==> src/hw/lpm_pkg.sv <==
// Constants, register map and types of the low-power mode controller
// Overview of operation
// - Wait mode starts after main-clock resync cycles and clears fast_rc_osc_enable on entry, which firmware may poll.
// - Sleep mode stops the core clock and the PLL; enabled peripheral clocks keep running.
// - Wait-for-interrupt or wait-for-event with low_power_select and deep_sleep_select both 0 enters sleep mode.
// - Sleep entered by wait-for-interrupt wakes on an interrupt only; by wait-for-event also on any event or enabled wake source.
// - Each powered part and each wake source has its own enable; wake enables are set separately for wait and backup mode.
// - A wake event in backup mode re-enables the core and SRAM supplies, each only if it is off.
// - In wait mode a low level on any enabled one of the 19 wake inputs triggers a fast start-up.
// - Fast start-up detection needs no clock and drives a request into the power management controller.
// - On that request the fast RC oscillator restarts, then the master clock moves to it as the core clock returns.
// - After a wake-up from wait or backup mode the device runs from the fast RC oscillator and leaves the PLL off.
// - Wake-up takes under 10 us from wait mode and under 0.1 ms from backup mode.
// - Wait-for-event with deep_sleep_select at 1 enters backup mode with core supply and regulator off.
// - Wait mode stops core, peripheral and memory clocks while all supplies stay on.
// - General-purpose I/O state is held while in backup mode.
package lpm_pkg;

    // ------------------------------------------------------------
    // Timing
    // ------------------------------------------------------------
    localparam int CLK_PERIOD_PS     = 5000;
    localparam int WAIT_WAKE_MAX_NS  = 10000;
    localparam int BACKUP_WAKE_MAX_NS = 100000;
    localparam int RC_START_NS       = 2000;
    localparam int SUPPLY_RAMP_NS    = 50000;
    localparam int RESYNC_CYC        = 4;
    // Longest times round down, least times round up
    localparam int WAIT_WAKE_MAX_CYC   = WAIT_WAKE_MAX_NS * 1000 / CLK_PERIOD_PS;
    localparam int BACKUP_WAKE_MAX_CYC = BACKUP_WAKE_MAX_NS * 1000 / CLK_PERIOD_PS;
    localparam int RC_START_CYC        = (RC_START_NS * 1000 + CLK_PERIOD_PS - 1) / CLK_PERIOD_PS;
    localparam int SUPPLY_RAMP_CYC     = (SUPPLY_RAMP_NS * 1000 + CLK_PERIOD_PS - 1) / CLK_PERIOD_PS;

    // ------------------------------------------------------------
    // Register map
    // ------------------------------------------------------------
    localparam logic [7:0] REG_CTRL        = 8'h00;
    localparam logic [7:0] REG_WAIT_WAKE   = 8'h04;
    localparam logic [7:0] REG_BACKUP_WAKE = 8'h08;
    localparam logic [7:0] REG_POWER_EN    = 8'h0C;
    localparam logic [7:0] REG_STATUS      = 8'h10;
    localparam logic [7:0] REG_IRQ_STATUS  = 8'h14;
    localparam logic [7:0] REG_IRQ_ENABLE  = 8'h18;
    localparam logic [7:0] REG_IRQ_CLEAR   = 8'h1C;

    // Control fields
    localparam int CTRL_LPS_BIT    = 0;
    localparam int CTRL_RCEN_BIT   = 1;
    localparam int CTRL_CLKSEL_LSB = 2;
    localparam int CTRL_PLLEN_BIT  = 4;
    // Power enable fields
    localparam int PWR_PERIPH_BIT  = 0;
    localparam int PWR_MEM_BIT     = 1;
    localparam int PWR_SRAM_KEEP_BIT = 2;
    // Status fields
    localparam int STAT_MODE_LSB   = 0;
    localparam int STAT_CORE_BIT   = 2;
    localparam int STAT_SRAM_BIT   = 3;
    localparam int STAT_FSR_BIT    = 4;

    localparam int WAKE_SRC_N = 19;
    localparam int IRQ_N      = 3;
    localparam int IRQ_SLEEP_WAKE  = 0;
    localparam int IRQ_WAIT_WAKE   = 1;
    localparam int IRQ_BACKUP_WAKE = 2;

    localparam logic [1:0] CLK_FAST_RC = 2'h0;
    localparam logic [1:0] CLK_MAIN_OSC = 2'h1;
    localparam logic [1:0] CLK_PLL     = 2'h2;

    localparam logic [1:0] MODE_ACTIVE = 2'h0;
    localparam logic [1:0] MODE_SLEEP  = 2'h1;
    localparam logic [1:0] MODE_WAIT   = 2'h2;
    localparam logic [1:0] MODE_BACKUP = 2'h3;

    // Reset values
    localparam logic [4:0]  CTRL_RESET      = 5'h02;
    localparam logic [18:0] WAKE_EN_RESET   = 19'h0_0000;
    localparam logic [2:0]  POWER_EN_RESET  = 3'h3;

    typedef enum logic [2:0] {
        ST_ACTIVE,
        ST_SLEEP,
        ST_RESYNC,
        ST_WAIT,
        ST_RC_RESTART,
        ST_BACKUP,
        ST_SUPPLY_UP
    } lpm_state_t;

endpackage

==> src/hw/lpm_ctrl.sv <==
// Low-power mode controller: mode selection, clock gating, supplies and wake-up
//
// Local design decisions: the plain strobed port and the placing of the registers.
`timescale 1ns/1ps
module lpm_ctrl #(
    parameter int SUPPLY_RAMP_CYCLES = lpm_pkg::SUPPLY_RAMP_CYC,
    parameter int BACKUP_WAKE_CYCLES = lpm_pkg::BACKUP_WAKE_MAX_CYC
) (
    // Clock and reset
    input  wire logic        ref_clk_in,
    input  wire logic        rstn_in,
    // Register port
    input  wire logic [7:0]  addr_in,
    input  wire logic [31:0] wr_data_in,
    input  wire logic        wr_en_in,
    input  wire logic        rd_en_in,
    output logic      [31:0] rd_data_out,
    // Processor core
    input  wire logic        wfi_in,
    input  wire logic        wfe_in,
    input  wire logic        deep_sleep_select_in,
    input  wire logic        irq_pending_in,
    input  wire logic        event_in,
    // Wake sources, active low
    input  wire logic [15:0] wake_pin_inputs_n_in,
    input  wire logic        supply_monitor_n_in,
    input  wire logic        rtc_alarm_n_in,
    input  wire logic        realtime_timer_alarm_n_in,
    // Clock control
    output logic             core_clk_en_out,
    output logic             periph_clk_en_out,
    output logic             mem_clk_en_out,
    output logic      [1:0]  master_clock_sel_out,
    output logic             fast_rc_osc_enable_out,
    output logic             pll_enable_out,
    // Supply control
    output logic             core_supply_en_out,
    output logic             sram_supply_en_out,
    output logic             regulator_en_out,
    output logic             gpio_hold_out,
    output logic             core_reset_out,
    // Status
    output logic             fast_startup_req_out,
    output logic             irq_out
);
    import lpm_pkg::*;

    // ------------------------------------------------------------
    // Elaboration checks
    // ------------------------------------------------------------
    if (SUPPLY_RAMP_CYCLES < 1 || SUPPLY_RAMP_CYCLES >= BACKUP_WAKE_CYCLES
        || SUPPLY_RAMP_CYCLES > 65535) begin : g_bad_ramp
        $error("Supply ramp must be shorter than the backup wake limit");
    end
    if (RC_START_CYC >= WAIT_WAKE_MAX_CYC) begin : g_bad_rc
        $error("Oscillator restart exceeds the wait wake limit");
    end

    lpm_state_t state;
    lpm_state_t next_state;
    logic [15:0] cnt;
    logic        by_wfi;
    logic [4:0]  ctrl;
    logic [18:0] wait_wake_en;
    logic [18:0] backup_wake_en;
    logic [2:0]  power_en;
    logic        core_supply;
    logic        sram_supply;
    logic [IRQ_N-1:0] irq_status;
    logic [IRQ_N-1:0] irq_enable;

    // ------------------------------------------------------------
    // Wake detection
    // ------------------------------------------------------------
    wire logic [18:0] wake_n = {realtime_timer_alarm_n_in, rtc_alarm_n_in,
                                supply_monitor_n_in, wake_pin_inputs_n_in};
    // Backup mode has its own source mask; every other state uses the wait mask
    wire logic [18:0] wake_mask = (state == ST_BACKUP) ? backup_wake_en
                                : wait_wake_en;
    wire logic        fsr;

    lpm_fast_startup #(
        .N (WAKE_SRC_N)
    ) u_fast_startup (
        .wake_n_in            (wake_n),
        .wake_en_in           (wake_mask),
        .fast_startup_req_out (fsr)
    );

    wire logic lps        = ctrl[CTRL_LPS_BIT];
    wire logic sleep_wake = by_wfi ? irq_pending_in
                          : (irq_pending_in | event_in | fsr);
    wire logic wait_wake  = fsr | event_in;

    wire logic [15:0] resync_last = 16'(RESYNC_CYC - 1);
    wire logic [15:0] rc_last     = 16'(RC_START_CYC - 1);
    wire logic [15:0] ramp_last   = 16'(SUPPLY_RAMP_CYCLES - 1);

    // ------------------------------------------------------------
    // Mode sequencer
    // ------------------------------------------------------------
    always_comb begin
        next_state = state;
        unique case (state)
            ST_ACTIVE: begin
                if (wfe_in && deep_sleep_select_in) begin
                    next_state = ST_BACKUP;
                end else if (wfe_in && lps) begin
                    next_state = ST_RESYNC;
                end else if ((wfi_in || wfe_in) && !deep_sleep_select_in) begin
                    next_state = ST_SLEEP;
                end
            end
            ST_SLEEP: begin
                if (sleep_wake) begin
                    next_state = ST_ACTIVE;
                end
            end
            ST_RESYNC: begin
                if (cnt == resync_last) begin
                    next_state = ST_WAIT;
                end
            end
            ST_WAIT: begin
                if (wait_wake) begin
                    next_state = ST_RC_RESTART;
                end
            end
            ST_RC_RESTART: begin
                if (cnt == rc_last) begin
                    next_state = ST_ACTIVE;
                end
            end
            ST_BACKUP: begin
                if (fsr) begin
                    next_state = ST_SUPPLY_UP;
                end
            end
            ST_SUPPLY_UP: begin
                if (cnt == ramp_last) begin
                    next_state = ST_ACTIVE;
                end
            end
        endcase
    end

    always_ff @(posedge ref_clk_in or negedge rstn_in) begin
        if (!rstn_in) begin
            state <= ST_ACTIVE;
            cnt   <= 16'h0000;
        end else begin
            state <= next_state;
            cnt   <= (next_state != state) ? 16'h0000 : cnt + 16'h0001;
        end
    end

    always_ff @(posedge ref_clk_in or negedge rstn_in) begin
        if (!rstn_in) begin
            by_wfi <= 1'b0;
        end else if (state == ST_ACTIVE && next_state == ST_SLEEP) begin
            by_wfi <= wfi_in;
        end
    end

    // Core supply off in backup; SRAM kept only if asked
    always_ff @(posedge ref_clk_in or negedge rstn_in) begin
        if (!rstn_in) begin
            core_supply <= 1'b1;
            sram_supply <= 1'b1;
        end else if (state == ST_ACTIVE && next_state == ST_BACKUP) begin
            core_supply <= 1'b0;
            sram_supply <= power_en[PWR_SRAM_KEEP_BIT];
        end else if (state == ST_BACKUP && next_state == ST_SUPPLY_UP) begin
            if (!core_supply) begin
                core_supply <= 1'b1;
            end
            if (!sram_supply) begin
                sram_supply <= 1'b1;
            end
        end
    end

    // ------------------------------------------------------------
    // Register writes
    // ------------------------------------------------------------
    wire logic wr_ctrl   = wr_en_in && addr_in == REG_CTRL;
    wire logic wr_wwake  = wr_en_in && addr_in == REG_WAIT_WAKE;
    wire logic wr_bwake  = wr_en_in && addr_in == REG_BACKUP_WAKE;
    wire logic wr_pwr    = wr_en_in && addr_in == REG_POWER_EN;
    wire logic wr_ien    = wr_en_in && addr_in == REG_IRQ_ENABLE;
    wire logic wr_iclr   = wr_en_in && addr_in == REG_IRQ_CLEAR;
    wire logic enter_wait = state == ST_RESYNC && next_state == ST_WAIT;
    // A wake from wait or backup lands on the fast RC with the PLL left stopped
    wire logic wake_done = (state == ST_RC_RESTART || state == ST_SUPPLY_UP)
                         && next_state == ST_ACTIVE;

    always_ff @(posedge ref_clk_in or negedge rstn_in) begin
        if (!rstn_in) begin
            ctrl <= CTRL_RESET;
        end else if (wake_done) begin
            ctrl[CTRL_RCEN_BIT] <= 1'b1;
            ctrl[CTRL_CLKSEL_LSB +: 2] <= CLK_FAST_RC;
            ctrl[CTRL_PLLEN_BIT] <= 1'b0;
        end else if (enter_wait) begin
            // Firmware polls this bit to know the core has stopped
            ctrl[CTRL_RCEN_BIT] <= 1'b0;
        end else if (wr_ctrl) begin
            ctrl <= wr_data_in[4:0];
        end
    end

    always_ff @(posedge ref_clk_in or negedge rstn_in) begin
        if (!rstn_in) begin
            wait_wake_en   <= WAKE_EN_RESET;
            backup_wake_en <= WAKE_EN_RESET;
            power_en       <= POWER_EN_RESET;
            irq_enable     <= '0;
        end else begin
            if (wr_wwake) begin
                wait_wake_en <= wr_data_in[18:0];
            end
            if (wr_bwake) begin
                backup_wake_en <= wr_data_in[18:0];
            end
            if (wr_pwr) begin
                power_en <= wr_data_in[2:0];
            end
            if (wr_ien) begin
                irq_enable <= wr_data_in[IRQ_N-1:0];
            end
        end
    end

    // ------------------------------------------------------------
    // Interrupts
    // ------------------------------------------------------------
    wire logic [IRQ_N-1:0] irq_event = {
        state == ST_SUPPLY_UP && wake_done,
        state == ST_RC_RESTART && wake_done,
        state == ST_SLEEP && sleep_wake};
    wire logic [IRQ_N-1:0] irq_clr = wr_iclr ? wr_data_in[IRQ_N-1:0] : '0;

    // A new event beats a clear in the same cycle
    always_ff @(posedge ref_clk_in or negedge rstn_in) begin
        if (!rstn_in) begin
            irq_status <= '0;
        end else begin
            irq_status <= (irq_status & ~irq_clr) | irq_event;
        end
    end

    assign irq_out = |(irq_status & irq_enable);

    // ------------------------------------------------------------
    // Register reads
    // ------------------------------------------------------------
    wire logic [1:0] mode =
        (state == ST_SLEEP) ? MODE_SLEEP :
        (state == ST_WAIT || state == ST_RESYNC || state == ST_RC_RESTART) ? MODE_WAIT :
        (state == ST_BACKUP || state == ST_SUPPLY_UP) ? MODE_BACKUP : MODE_ACTIVE;
    wire logic [31:0] status_word = 32'(
        (32'(mode) << STAT_MODE_LSB) | (32'(core_supply) << STAT_CORE_BIT)
        | (32'(sram_supply) << STAT_SRAM_BIT) | (32'(fsr) << STAT_FSR_BIT));
    wire logic [31:0] rd_mux =
        (addr_in == REG_CTRL)        ? {27'h000_0000, ctrl} :
        (addr_in == REG_WAIT_WAKE)   ? {13'h0000, wait_wake_en} :
        (addr_in == REG_BACKUP_WAKE) ? {13'h0000, backup_wake_en} :
        (addr_in == REG_POWER_EN)    ? {29'h0000_0000, power_en} :
        (addr_in == REG_STATUS)      ? status_word :
        (addr_in == REG_IRQ_STATUS)  ? {29'h0000_0000, irq_status} :
        (addr_in == REG_IRQ_ENABLE)  ? {29'h0000_0000, irq_enable} : 32'h0000_0000;

    always_ff @(posedge ref_clk_in or negedge rstn_in) begin
        if (!rstn_in) begin
            rd_data_out <= 32'h0000_0000;
        end else begin
            rd_data_out <= rd_en_in ? rd_mux : 32'h0000_0000;
        end
    end

    // ------------------------------------------------------------
    // Clock and supply outputs
    // ------------------------------------------------------------
    wire logic running = state == ST_ACTIVE;
    wire logic clocked = running || state == ST_SLEEP;
    assign core_clk_en_out   = running;
    assign periph_clk_en_out = clocked && power_en[PWR_PERIPH_BIT];
    assign mem_clk_en_out    = clocked && power_en[PWR_MEM_BIT];
    assign master_clock_sel_out   = ctrl[CTRL_CLKSEL_LSB +: 2];
    assign fast_rc_osc_enable_out = ctrl[CTRL_RCEN_BIT] || state == ST_RC_RESTART;
    assign pll_enable_out     = ctrl[CTRL_PLLEN_BIT] && running;
    assign core_supply_en_out = core_supply;
    assign sram_supply_en_out = sram_supply;
    assign regulator_en_out   = core_supply;
    assign gpio_hold_out      = state == ST_BACKUP || state == ST_SUPPLY_UP;
    // Core comes back from backup through reset
    assign core_reset_out     = gpio_hold_out;
    assign fast_startup_req_out = fsr && state == ST_WAIT;

    // ------------------------------------------------------------
    // Assertions
    // ------------------------------------------------------------
    localparam int WAIT_BOUND = WAIT_WAKE_MAX_CYC;

    sleep_clocks_a: assert property (
        @(posedge ref_clk_in) disable iff (!rstn_in)
        state == ST_SLEEP |-> !core_clk_en_out
            && periph_clk_en_out == power_en[PWR_PERIPH_BIT])
        else $error("Sleep clock gating wrong");

    sleep_entry_a: assert property (
        @(posedge ref_clk_in) disable iff (!rstn_in)
        state == ST_ACTIVE && wfi_in && !lps && !deep_sleep_select_in
            |=> state == ST_SLEEP && !core_clk_en_out)
        else $error("Sleep not entered");

    wfi_wake_a: assert property (
        @(posedge ref_clk_in) disable iff (!rstn_in)
        state == ST_SLEEP && by_wfi && !irq_pending_in |=> state == ST_SLEEP)
        else $error("Wait-for-interrupt sleep left without interrupt");

    resync_wait_a: assert property (
        @(posedge ref_clk_in) disable iff (!rstn_in)
        state == ST_ACTIVE && wfe_in && lps && !deep_sleep_select_in
            |=> (state == ST_RESYNC) [*4] ##1 state == ST_WAIT && !fast_rc_osc_enable_out)
        else $error("Wait entry resync wrong");

    wait_clocks_a: assert property (
        @(posedge ref_clk_in) disable iff (!rstn_in)
        state == ST_WAIT |-> !core_clk_en_out && !periph_clk_en_out
            && !mem_clk_en_out && core_supply_en_out && sram_supply_en_out)
        else $error("Wait mode clocks or supplies wrong");

    fast_start_a: assert property (
        @(posedge ref_clk_in) disable iff (!rstn_in)
        state == ST_WAIT && |(~wake_n & wait_wake_en) |-> fast_startup_req_out
            ##1 state == ST_RC_RESTART && fast_rc_osc_enable_out)
        else $error("Fast start-up missed");

    wait_wake_time_a: assert property (
        @(posedge ref_clk_in) disable iff (!rstn_in)
        state == ST_RC_RESTART |-> cnt < 16'(WAIT_BOUND - 1))
        else $error("Wait wake-up too slow");

    wake_on_rc_a: assert property (
        @(posedge ref_clk_in) disable iff (!rstn_in)
        $rose(core_clk_en_out) && $past(state) != ST_SLEEP
            |-> master_clock_sel_out == CLK_FAST_RC && !pll_enable_out)
        else $error("Wake-up not on fast RC");

    backup_entry_a: assert property (
        @(posedge ref_clk_in) disable iff (!rstn_in)
        state == ST_ACTIVE && wfe_in && deep_sleep_select_in
            |=> state == ST_BACKUP && !core_supply_en_out && !regulator_en_out)
        else $error("Backup entry wrong");

    backup_wake_a: assert property (
        @(posedge ref_clk_in) disable iff (!rstn_in)
        state == ST_BACKUP && fsr |=> core_supply_en_out && sram_supply_en_out)
        else $error("Supplies not restored");

    gpio_hold_a: assert property (
        @(posedge ref_clk_in) disable iff (!rstn_in)
        state == ST_BACKUP |-> gpio_hold_out && core_reset_out)
        else $error("GPIO not held in backup");

    wake_mask_a: assert property (
        @(posedge ref_clk_in) disable iff (!rstn_in)
        state == ST_BACKUP && !(|(~wake_n & backup_wake_en)) |=> state == ST_BACKUP)
        else $error("Disabled source woke backup");
endmodule

==> src/hw/lpm_fast_startup.sv <==
// Clockless fast start-up request from the enabled low-level wake inputs
`timescale 1ns/1ps
module lpm_fast_startup #(
    parameter int N = 19
) (
    // Wake inputs, active low
    input  wire logic [N-1:0] wake_n_in,
    // Per-source enables
    input  wire logic [N-1:0] wake_en_in,
    // Request to the power management controller
    output logic              fast_startup_req_out
);
    // Pure gates: works while every clock is stopped
    assign fast_startup_req_out = |(~wake_n_in & wake_en_in);
endmodule

==> config.mk <==
export PLATFORM = sky130hd
export DESIGN_NAME = lpm_ctrl
export DESIGN_NICKNAME = d
export VERILOG_FILES = /design/src/hw/lpm_pkg.sv /design/src/hw/lpm_ctrl.sv /design/src/hw/lpm_fast_startup.sv
export SDC_FILE = /design/constraint.sdc
export NUM_CORES = 1
export LEC_CHECK = 0
export BUFFER_PORTS_ARGS = -buffer_cell sky130_fd_sc_hd__clkbuf_2
export CAP_MARGIN = 20
export CORE_UTILIZATION = 55
export CTS_CLUSTER_DIAMETER = 200
export CTS_CLUSTER_SIZE = 14
export DETAILED_ROUTE_END_ITERATION = 10
export PLACE_DENSITY = 0.92
export SYNTH_ARGS = -nofsm -noshare
export SYNTH_HDL_FRONTEND = slang
export SYNTH_SLANG_ARGS = --single-unit
==> constraint.sdc <==
create_clock -name ref_clk_in -period 4.8 [get_ports ref_clk_in]
set_input_delay 0 -clock ref_clk_in [delete_from_list [all_inputs] [get_ports ref_clk_in]]
set_output_delay 0 -clock ref_clk_in [all_outputs]
set_load 0.02 [all_outputs]
==> results of run 1 <==
## cells in the final DEF, fill, tap and decap left out, types with 9 or more instances in the layout
cell / Yosys / routed
nand2_1: 30 / 30
clkbuf_2: 0 / 86
a21oi_1: 9 / 9
a22oi_1: 19 / 19
xor2_1: 9 / 9
clkbuf_8: 0 / 9
mux2_2: 46 / 46
nor2b_1: 18 / 18
conb_1: 1 / 13
o21ai_0: 12 / 12
and4bb_2: 11 / 11
nand3_1: 12 / 12
dlygate4sd3_1: 0 / 24
nor3_1: 11 / 11
mux2i_1: 22 / 22
nor2_1: 58 / 58
dfrtp_1: 88 / 88
## synthesized netlist by cell type, drive strengths merged (3+ instances only)
| cell type | number |
|---|---|
| o21ai | 12 |
| nand2 | 31 |
| clkbuf | 19 |
| xnor2 | 5 |
| mux2 | 46 |
| dfrtp | 88 |
| buf | 24 |
| nand4 | 3 |
| nor2b | 18 |
| xor2 | 9 |
| a211o | 3 |
| and4 | 3 |
| nand3 | 12 |
| a21oi | 9 |
| nor4bb | 3 |
| a22oi | 19 |
| nand2b | 4 |
| and3 | 6 |
| nor2 | 58 |
| nor3 | 11 |
| nor4 | 3 |
| o22ai | 7 |
| and2 | 7 |
| inv | 8 |
| and4bb | 12 |
| dfstp | 5 |
| o211ai | 3 |
| o21a | 3 |
| mux2i | 22 |
## flip-flops by register name, indices dropped and copies added, names as in the netlist
signal              flops
power_en                3
state                   3
by_wfi                  1
irq_status              3
backup_wake_en         19
ctrl                    5
wait_wake_en           19
rd_data_out            19
cnt                    16
irq_enable              3
sram_supply_en_out      1
core_supply_en_out      1
## metal layers
layer	vias to the layer above	share of wire, %	wire length (um)
met5	-	0	0
met1	2044	41	5120
li1	1942	-	-
met4	0	3.0	379
met3	37	6.9	864
met2	223	49	6160
## metrics by stage
| step | utilization, % | instance area [um2] |
|---|---|---|
| final | 65.7 | 6010 |
| after global routing | 65.7 | 6010 |
| after CTS | 65.5 | 5990 |
| after detailed placement | 60.6 | 5550 |
| after global placement | 60.6 | 5550 |
| after floorplan | - | 5210 |
## final timing paths
check,start,end
min reg2reg,backup_wake_en[7],backup_wake_en[7]
min,wr_data_in[1],irq_enable[1]
min in group asynchronous,rstn_in,rd_data_out[2]
max,state[1],cnt[11]
max reg2reg,state[1],cnt[11]
max in group asynchronous,rstn_in,backup_wake_en[14]
## repair_timing
item / 4_1_cts / 5_1_grt
hold buffers: 24 / 0
hold endpoints to repair: 67 / 0
endpoints found under the setup margin: 0 / 0
## worst reg2reg max path, cell delays in order, from the launching register on
cell	delay, ps
dfrtp_1	620
and3b_1	730
buf_8	250
mux2i_1	260
o2111ai_1	220
nor4_4	410
nand2_2	210
o32a_1	590
and4bb_2	400
## logic make-up (layout without fill, tap and decap cells)
| logic type | after synthesis | count (layout) | synth area share, % |
|---|---|---|---|
| AOI/OAI and AO/OA | 81 | 81 | 11.6 |
| xor gates and xnor gates | 14 | 14 | 2.37 |
| adders and majority gates | 1 | 1 | 0.242 |
| buffers and inverters | 51 | 138 | 5.52 |
| DFF | 93 | 93 | 45.2 |
| muxes | 70 | 70 | 15.2 |
| other | 1 | 13 | 0.0726 |
| and+or+nand+nor | 181 | 181 | 19.9 |
## final cells by class
cell class	count	area, um2	share of cell area (%)
Multi-Input combinational cell	360	2590	43.1
Sequential cell	93	2330	38.8
Timing Repair Buffer	114	708	11.8
Tap cell	111	139	2.31
Clock inverter	7	82.6	1.37
Clock buffer	9	124	2.06
Inverter	8	30.0	0.500
## power breakdown
group | switching (uW) | internal, uW | total (uW)
combinational | 461 | 338 | 800
clock | 296 | 249 | 545
sequential | 106 | 856 | 962
==> impl_results.md, run 1 <==
* Layout cells sized above 1 at 29.9%
* Cell area power density at 384 nW/um2
* Synth area leader: dfrtp_1
* DP HPWL at 8330 um
* Hold depth at 2
* Tot Pwr at 2310 uW
* Final std cells w/o fill at 702
* # rows at 35
* RSZ-0062 raised after global routing: no
* CP Depth at 8
* Vias per cell at 6.05
* Layer with the highest usage: met2
* Crit path time final at 3770 ps
* Buffer and inverter count on the worst path at 1
* Synth area leaders: dfrtp_1 (43%), mux2_2 (10%), mux2i_1 (4.3%), nor2_1 (4.2%), a22oi_1 (2.8%)
* Mapped Area at 5170 um2
* Routing usage on met1 at 34.1%
* Drt drc at 3
* Root Buffer: clkbuf_8
* Largest net degree at the start of global routing at 75
* Initial antenna violation count at 0
* Synth top area share at 42.6%
* Hold WS at -0.551 ps
* CTS tree: done
* Setup bufs post-CTS at 0
* Drt pass-1 iters at 9
* Achievable Freq at 266 MHz
* Max Cap Viol at 0
* R2R setup slack at 1030 ps
* Async S/R FF share, synth at 100%
* RePlAce Congestion at 0.925
* Mapped Cells at 492
* Clk Latency, worst-skew pair at 370 ps
* Total CTS buffers at 9
* GRT Total Usage at 26.6%
* Post-synthesis sequential area ratio at 45.2%
* Fin nets at 655
* Inst Count DP at 661
* Max transition margin at 35.0%
* Synthesized flop and latch total at 93
* Longest Clk Path Bufs at 2
* Top Family by Delay on Critical Path: simple AND/OR/NAND/NOR gates
* Initial Utilization at 56.4%
* Die ar. at 9790 um2
* Diode count at 0
* Hold WC Path Type: input pin to flip-flop
* Status: finished, violations left
* VDD IR-drop max at 0.270 mV
* EDFF count, synth at 0
* Starting DRT DRC Count at 343
* Synth cell types at 63
* PostCTS Resize Cnt at 0
* Number of global-route vias before repair at 4,189
* Critical Path Slowest Stage Cell: and3b_1
* Via count at 4,246
* H-tree Lvls at 3
* Fin crit share at 78.5%
* I/O pins at 114
* CP Data Required Time at 5090 ps
* CTS sink count at 93
* Clock skew at 14.9 ps
* Max-slew violation count at 0
* Total grt overflow at 0
* CP arrival at 4060 ps
* Cells along the critical path: and3b_1 -> buf_8 -> mux2i_1 -> o2111ai_1 -> nor4_4 -> nand2_2 -> o32a_1 -> and4bb_2
* Met2 Resource Use GR at 43.1%
* Final worst setup slack at 1030 ps
* Final hold violation count at 1
* Ys flop type: dfrtp_1
* CP Capture Type: flip-flop
* DP Worst Slack at 853 ps
* Crit-path max FO at 22
* Leakage at 0.00290 uW
* Aggregate routed wire length at 12,500 um
* Die height at 98.9 um
* # fillers at 642
* Input/output buffers at 87
* YS warnings at 0
* Core area at 9150 um2
* Clk pin slew, worst setup/hold paths at 100 ps
* Avg WL per Cell at 17.8 um
* Worst setup SP type: flip-flop
* Critical path class: flip-flop to flip-flop
* Setup_tns at 0 ps
* Routed Antenna Nets at 0
* Worst R2R Path Depth at 8
* Failing checks: design-rule violations, negative hold slack
* Global Route met3 Usage at 5.89%
* Layout area overhead at 16.3%
* Width of the die at 98.9 um
* Synthesized area per cell at 10.5 um2
* Setup violators final at 0
* Worst Tran Pin Value at 973 ps
* Crit-path max cell delay at 730 ps
* First-pass GRT wire length at 20,300 um
No activity file was read; power rests on OpenSTA's default activity.
==> run 2: changes to the inputs <==
Settings changed: CORE_UTILIZATION 55 to 50, PLACE_DENSITY 0.92 to 0.88.
Clock period 4.8 ns to 3.28 ns, I/O delays scaled along.
==> impl_results.md, run 2 (synthesis gave the netlist of run 1 again) <==
* Core area at 9910 um2
* Max transition margin at 36.9%
* # rows at 36
* Drt pass-1 iters at 5
* DP Worst Slack at 359 ps
* H-tree Lvls at 3
* CTS tree: done
* Fin area at 6110 um2
* Worst R2R Path Depth at 8
* Via count at 4,277
* Fin crit share at 89.1%
* GRT Total Usage at 24.5%
* Combinational share of power at 37.7%
* Setup_tns at 0 ps
* Max Cap Viol at 0
* Avg WL per Cell at 17.5 um
* Routed Antenna Nets at 0
* DP HPWL at 8510 um
* Hold WC Path Type: input pin to async pin
* Net Sw Frac at 38.2%
* Worst r2r dst: cnt[6]
* Die height at 104 um
* Most frequent cells in the layout: dfrtp_1 (88), clkbuf_2 (86), nor2_1 (58)
* Cell area power density at 553 nW/um2
* Drt drc at 0
* Vias per cell at 5.84
* Pint at 2090 uW
* Final worst setup slack at 357 ps
* Area post-placement at 5640 um2
* Critical register-to-register path startpoint: state[1]
* Achievable Freq at 342 MHz
* Most common cell after layout, fill and taps aside: dfrtp_1
* CP Data Required Time at 3540 ps
* Starting DRT DRC Count at 225
* Worst Tran Pin Value at 945 ps
* Initial Utilization at 52.1%
* First-pass GRT wire length at 21,100 um
* Width of the die at 104 um
* Clk Latency, worst-skew pair at 380 ps
* Clock skew at 21.1 ps
* Leakage at 0.00295 uW
* Fin nets at 663
* Layout area overhead at 18.3%
* I/O pins at 114
* Max-slew violation count at 0
* Clk pin slew, worst setup/hold paths at 100 ps
* Psw at 1290 uW
* Total CTS buffers at 9
* Crit path to: cnt[6]
* RePlAce Congestion at 0.888
* Largest regs: backup_wake_en: 19 flops, rd_data_out: 19 flops, wait_wake_en: 19 flops
* Setup crit start: state[1]
* Clock Power Share at 22.7%
* Longest Clk Path Bufs at 2
* Critical path class: flip-flop to flip-flop
* Final hold violation count at 0
* R2R setup slack at 360 ps
* PostCTS Resize Cnt at 0
* Crit-path max FO at 20
* CP Capture Type: flip-flop
* Number of global-route vias before repair at 4,322
* Root Buffer: clkbuf_8
* Seq pwr share at 39.6%
* RSZ-0062 raised after global routing: no
* Util after Layout at 61.7%
* Crit path time final at 2920 ps
* CP arrival at 3190 ps
* Status: finished clean
* Initial antenna violation count at 0
* Worst setup SP type: flip-flop
* Layout cells sized above 1 at 30.9%
* Die ar. at 10,700 um2
* Aggregate routed wire length at 12,800 um
* Diode count at 0
* Setup violators final at 0
* VDD IR-drop max at 0.387 mV
* Input/output buffers at 87
* Total grt overflow at 0
* Largest net degree at the start of global routing at 94
* CTS sink count at 93
==> run 2: how the worst min path moves through the flow <==
stage,from,end,slack (ps)
after floorplan,rstn_in,backup_wake_en[0],-300
after global placement,wr_data_in[6],backup_wake_en[6],250
after detailed placement,wr_data_in[7],wait_wake_en[7],250
after CTS,addr_in[7],rd_data_out[1],50
after global routing,rstn_in,rd_data_out[4],60
final,rstn_in,rd_data_out[4],30
==> run 2: layout make-up <==
cell class	instances	area (um2)
fillers	792	3800
inverters	8	30.0
repair buffers	122	793
well taps	133	166
multi-input cells	360	2590
flip-flops and latches	93	2330
clock inverters	7	71.3
clock buffers	9	124
==> run 2: repair_timing <==
item                                    4_1_cts  5_1_grt
hold buffers                                 24        0
setup buffers                                 0        0
endpoints found under the setup margin        0        0
hold endpoints to repair                    143        0
==> run 2: metrics by stage <==
| stage | total power, uW | std cells | hold WS, ps |
|---|---|---|---|
| 6_report | 3380 | 732 | 34.3 |
| 4_1_cts | 3370 | 730 | 48.6 |
| 3_3_place_gp | 2550 | 690 | 247 |
| 3_5_place_dp | 2590 | 690 | 254 |
| 2_1_floorplan | 2300 | 504 | -296 |
| 5_1_grt | 3550 | 732 | 61.0 |
==> run 2: power by group through the flow <==
| stage | clock network [uW] | registers, uW | logic, uW |
|---|---|---|---|
| global placement | 0 | 1350 | 1190 |
| detailed placement | 0 | 1360 | 1230 |
| global route | 817 | 1360 | 1380 |
| finish | 767 | 1340 | 1270 |
| CTS | 775 | 1340 | 1250 |
| floorplan | 0 | 1350 | 953 |
==> run 2: routing by layer <==
layer	vias up	share of wire (%)	global-route usage, %
met5	-	0	0
met4	0	2.8	9.90
li1	1957	-	-
met1	2092	42	31.7
met2	201	49	41.3
met3	27	6.9	3.96
==> run 2: worst max-delay path: stages (launching register included) <==
cell       delay, ps
dfrtp_1          390
and3b_1          270
buf_12           200
mux2i_1          140
o2111ai_1        340
nor4_4            90
a21boi_0         490
o32a_1           600
and4bb_2         300
==> run 3: changes to the inputs <==
Settings changed: CORE_UTILIZATION 50 to 35, PLACE_DENSITY 0.88 to 0.69.
==> impl_results.md, run 3 (synthesis gave the netlist of run 1 again) <==
* Status: finished clean
* Setup_tns at 0 ps
* Starting DRT DRC Count at 362
* Achievable Freq at 340 MHz
* Leakage at 0.00299 uW
* Max-slew violation count at 0
* Root Buffer: clkbuf_16
* Die height at 123 um
* Fin area at 6270 um2
* Total grt overflow at 0
* R2R setup slack at 340 ps
* Diode count at 0
* CP arrival at 3170 ps
* Initial Utilization at 35.7%
* DP HPWL at 9420 um
* Fin nets at 661
* Aggregate routed wire length at 13,000 um
* Routed Antenna Nets at 0
* Hold WC Path Type: input pin to flip-flop
* Drt pass-1 iters at 5
* Width of the die at 123 um
* Total CTS buffers at 9
* Worst Tran Pin Value at 1030 ps
* Hold path start: wr_data_in[1]
* Final std cells w/o fill at 781
* Inst Count DP at 743
* Layout cells sized above 1 at 30.8%
* Setup bufs post-CTS at 0
* Crit path time final at 2940 ps
* Setup violators final at 0
* Fin crit share at 89.6%
* Critical path class: flip-flop to flip-flop
* H-tree Lvls at 3
* Cell area power density at 599 nW/um2
* RePlAce Congestion at 0.847
* Layout area overhead at 21.3%
* I/O pins at 114
* Clk pin slew, worst setup/hold paths at 60 ps
* PostCTS Resize Cnt at 0
* Worst r2r dst: cnt[5]
* Input/output buffers at 87
* Worst R2R Path Depth at 8
* Die ar. at 15,300 um2
* Clock skew at 4.77 ps
* Vias per cell at 5.33
* Number of global-route vias before repair at 4,158
* Largest net degree at the start of global routing at 79
* Critical register-to-register path startpoint: state[1]
* Worst setup SP type: flip-flop
* Clk Latency, worst-skew pair at 340 ps
* Max transition margin at 31.5%
* Core area at 14,500 um2
* First-pass GRT wire length at 20,700 um
* # fillers at 1,381
* Longest Clk Path Bufs at 2
* CP Data Required Time at 3510 ps
* Tot Pwr at 3750 uW
* Initial antenna violation count at 0
* CTS sink count at 93
* Via count at 4,164
* Crit-path max FO at 20
* GRT Total Usage at 17.8%
* Max Cap Viol at 0
* CP Capture Type: flip-flop
* VDD IR-drop max at 0.430 mV
* Final hold violation count at 0
* Most common cell after layout, fill and taps aside: dfrtp_1
* Avg WL per Cell at 16.7 um
* # rows at 44
* Min-Delay Endpoint: wait_wake_en[1]
* CTS tree: done
* Most frequent cells in the layout: dfrtp_1 (88), clkbuf_2 (86), nor2_1 (58)
* RSZ-0062 raised after global routing: no
* Area post-placement at 5720 um2
* Drt drc at 0
* Largest regs: backup_wake_en: 19 flops, rd_data_out: 19 flops, wait_wake_en: 19 flops
* Hold depth at 2
==> run 3: changes by cell type in the layout (fill, tap and decap cells not counted) <==
| cell | change |
|---|---|
| clkbuf_8 | -7 |
| clkinv_4 | -2 |
| buf_4 | +1 |
| inv_8 | -4 |
| clkbuf_1 | +1 |
| clkinv_2 | +2 |
| buf_16 | -1 |
| inv_6 | -1 |
| bufinv_16 | +2 |
| clkbuf_16 | +9 |
| dlygate4sd3_1 | -2 |
==> run 3: worst max-delay path: stages, from the launching register on <==
cell,delay (ps)
dfrtp_1,370
and3b_1,250
buf_12,200
mux2i_1,100
o22ai_1,340
nor4_4,120
a21boi_0,510
o32a_1,630
and4bb_2,300
==> run 3: how the worst max path moves through the flow <==
| stage | startpoint | to | slack, ps | cells past startpoint |
|---|---|---|---|---|
| finish | state[1] | cnt[5] | 340 | 8 |
| detailed placement | state[1] | cnt[4] | 330 | 8 |
| global route | cnt[0] | cnt[5] | 130 | 8 |
| floorplan | state[2] | cnt[10] | 560 | 9 |
| CTS | state[1] | cnt[5] | 330 | 8 |
| global placement | state[1] | cnt[15] | 440 | 8 |
==> run 3: power by group <==
| part | leakage [uW] | switching [uW] | internal, uW |
|---|---|---|---|
| clock | 0.000163 | 433 | 707 |
| sequential | 0.00125 | 84.8 | 1260 |
| combinational | 0.00158 | 743 | 531 |
==> run 3: what timing repair did <==
item	CTS	global route
endpoints found under the hold margin	116	0
setup endpoints to repair	0	0
hold buffers	22	0
==> run 3: area by class of cell <==
type	instances	area, um2	area share, %
Multi-Input combinational cell	360	2590	41.4
Sequential cell	93	2330	37.2
Timing Repair Buffer	120	753	12.0
Clock buffer	12	256	4.09
Tap cell	184	230	3.67
Clock inverter	4	70.1	1.12
Inverter	8	30.0	0.479
==> run 3: per-stage QoR <==
stage / hold slack [ps] / utilization, % / setup slack (ps)
2_1_floorplan: -296 / - / 559
3_3_place_gp: 216 / 39.5 / 443
3_5_place_dp: 224 / 39.5 / 331
4_1_cts: 0.785 / 43.3 / 334
5_1_grt: 26.1 / 43.3 / 129
6_report: 12.2 / 43.3 / 341
==> run 3: metal layers <==
layer | GRT usage [%] | up-vias | part of all wire (%)
met5 | 0 | - | 0
met4 | 6.33 | 0 | 1.5
met3 | 3.04 | 15 | 5.1
met2 | 29.9 | 165 | 49
met1 | 23.1 | 2029 | 45
li1 | - | 1955 | -
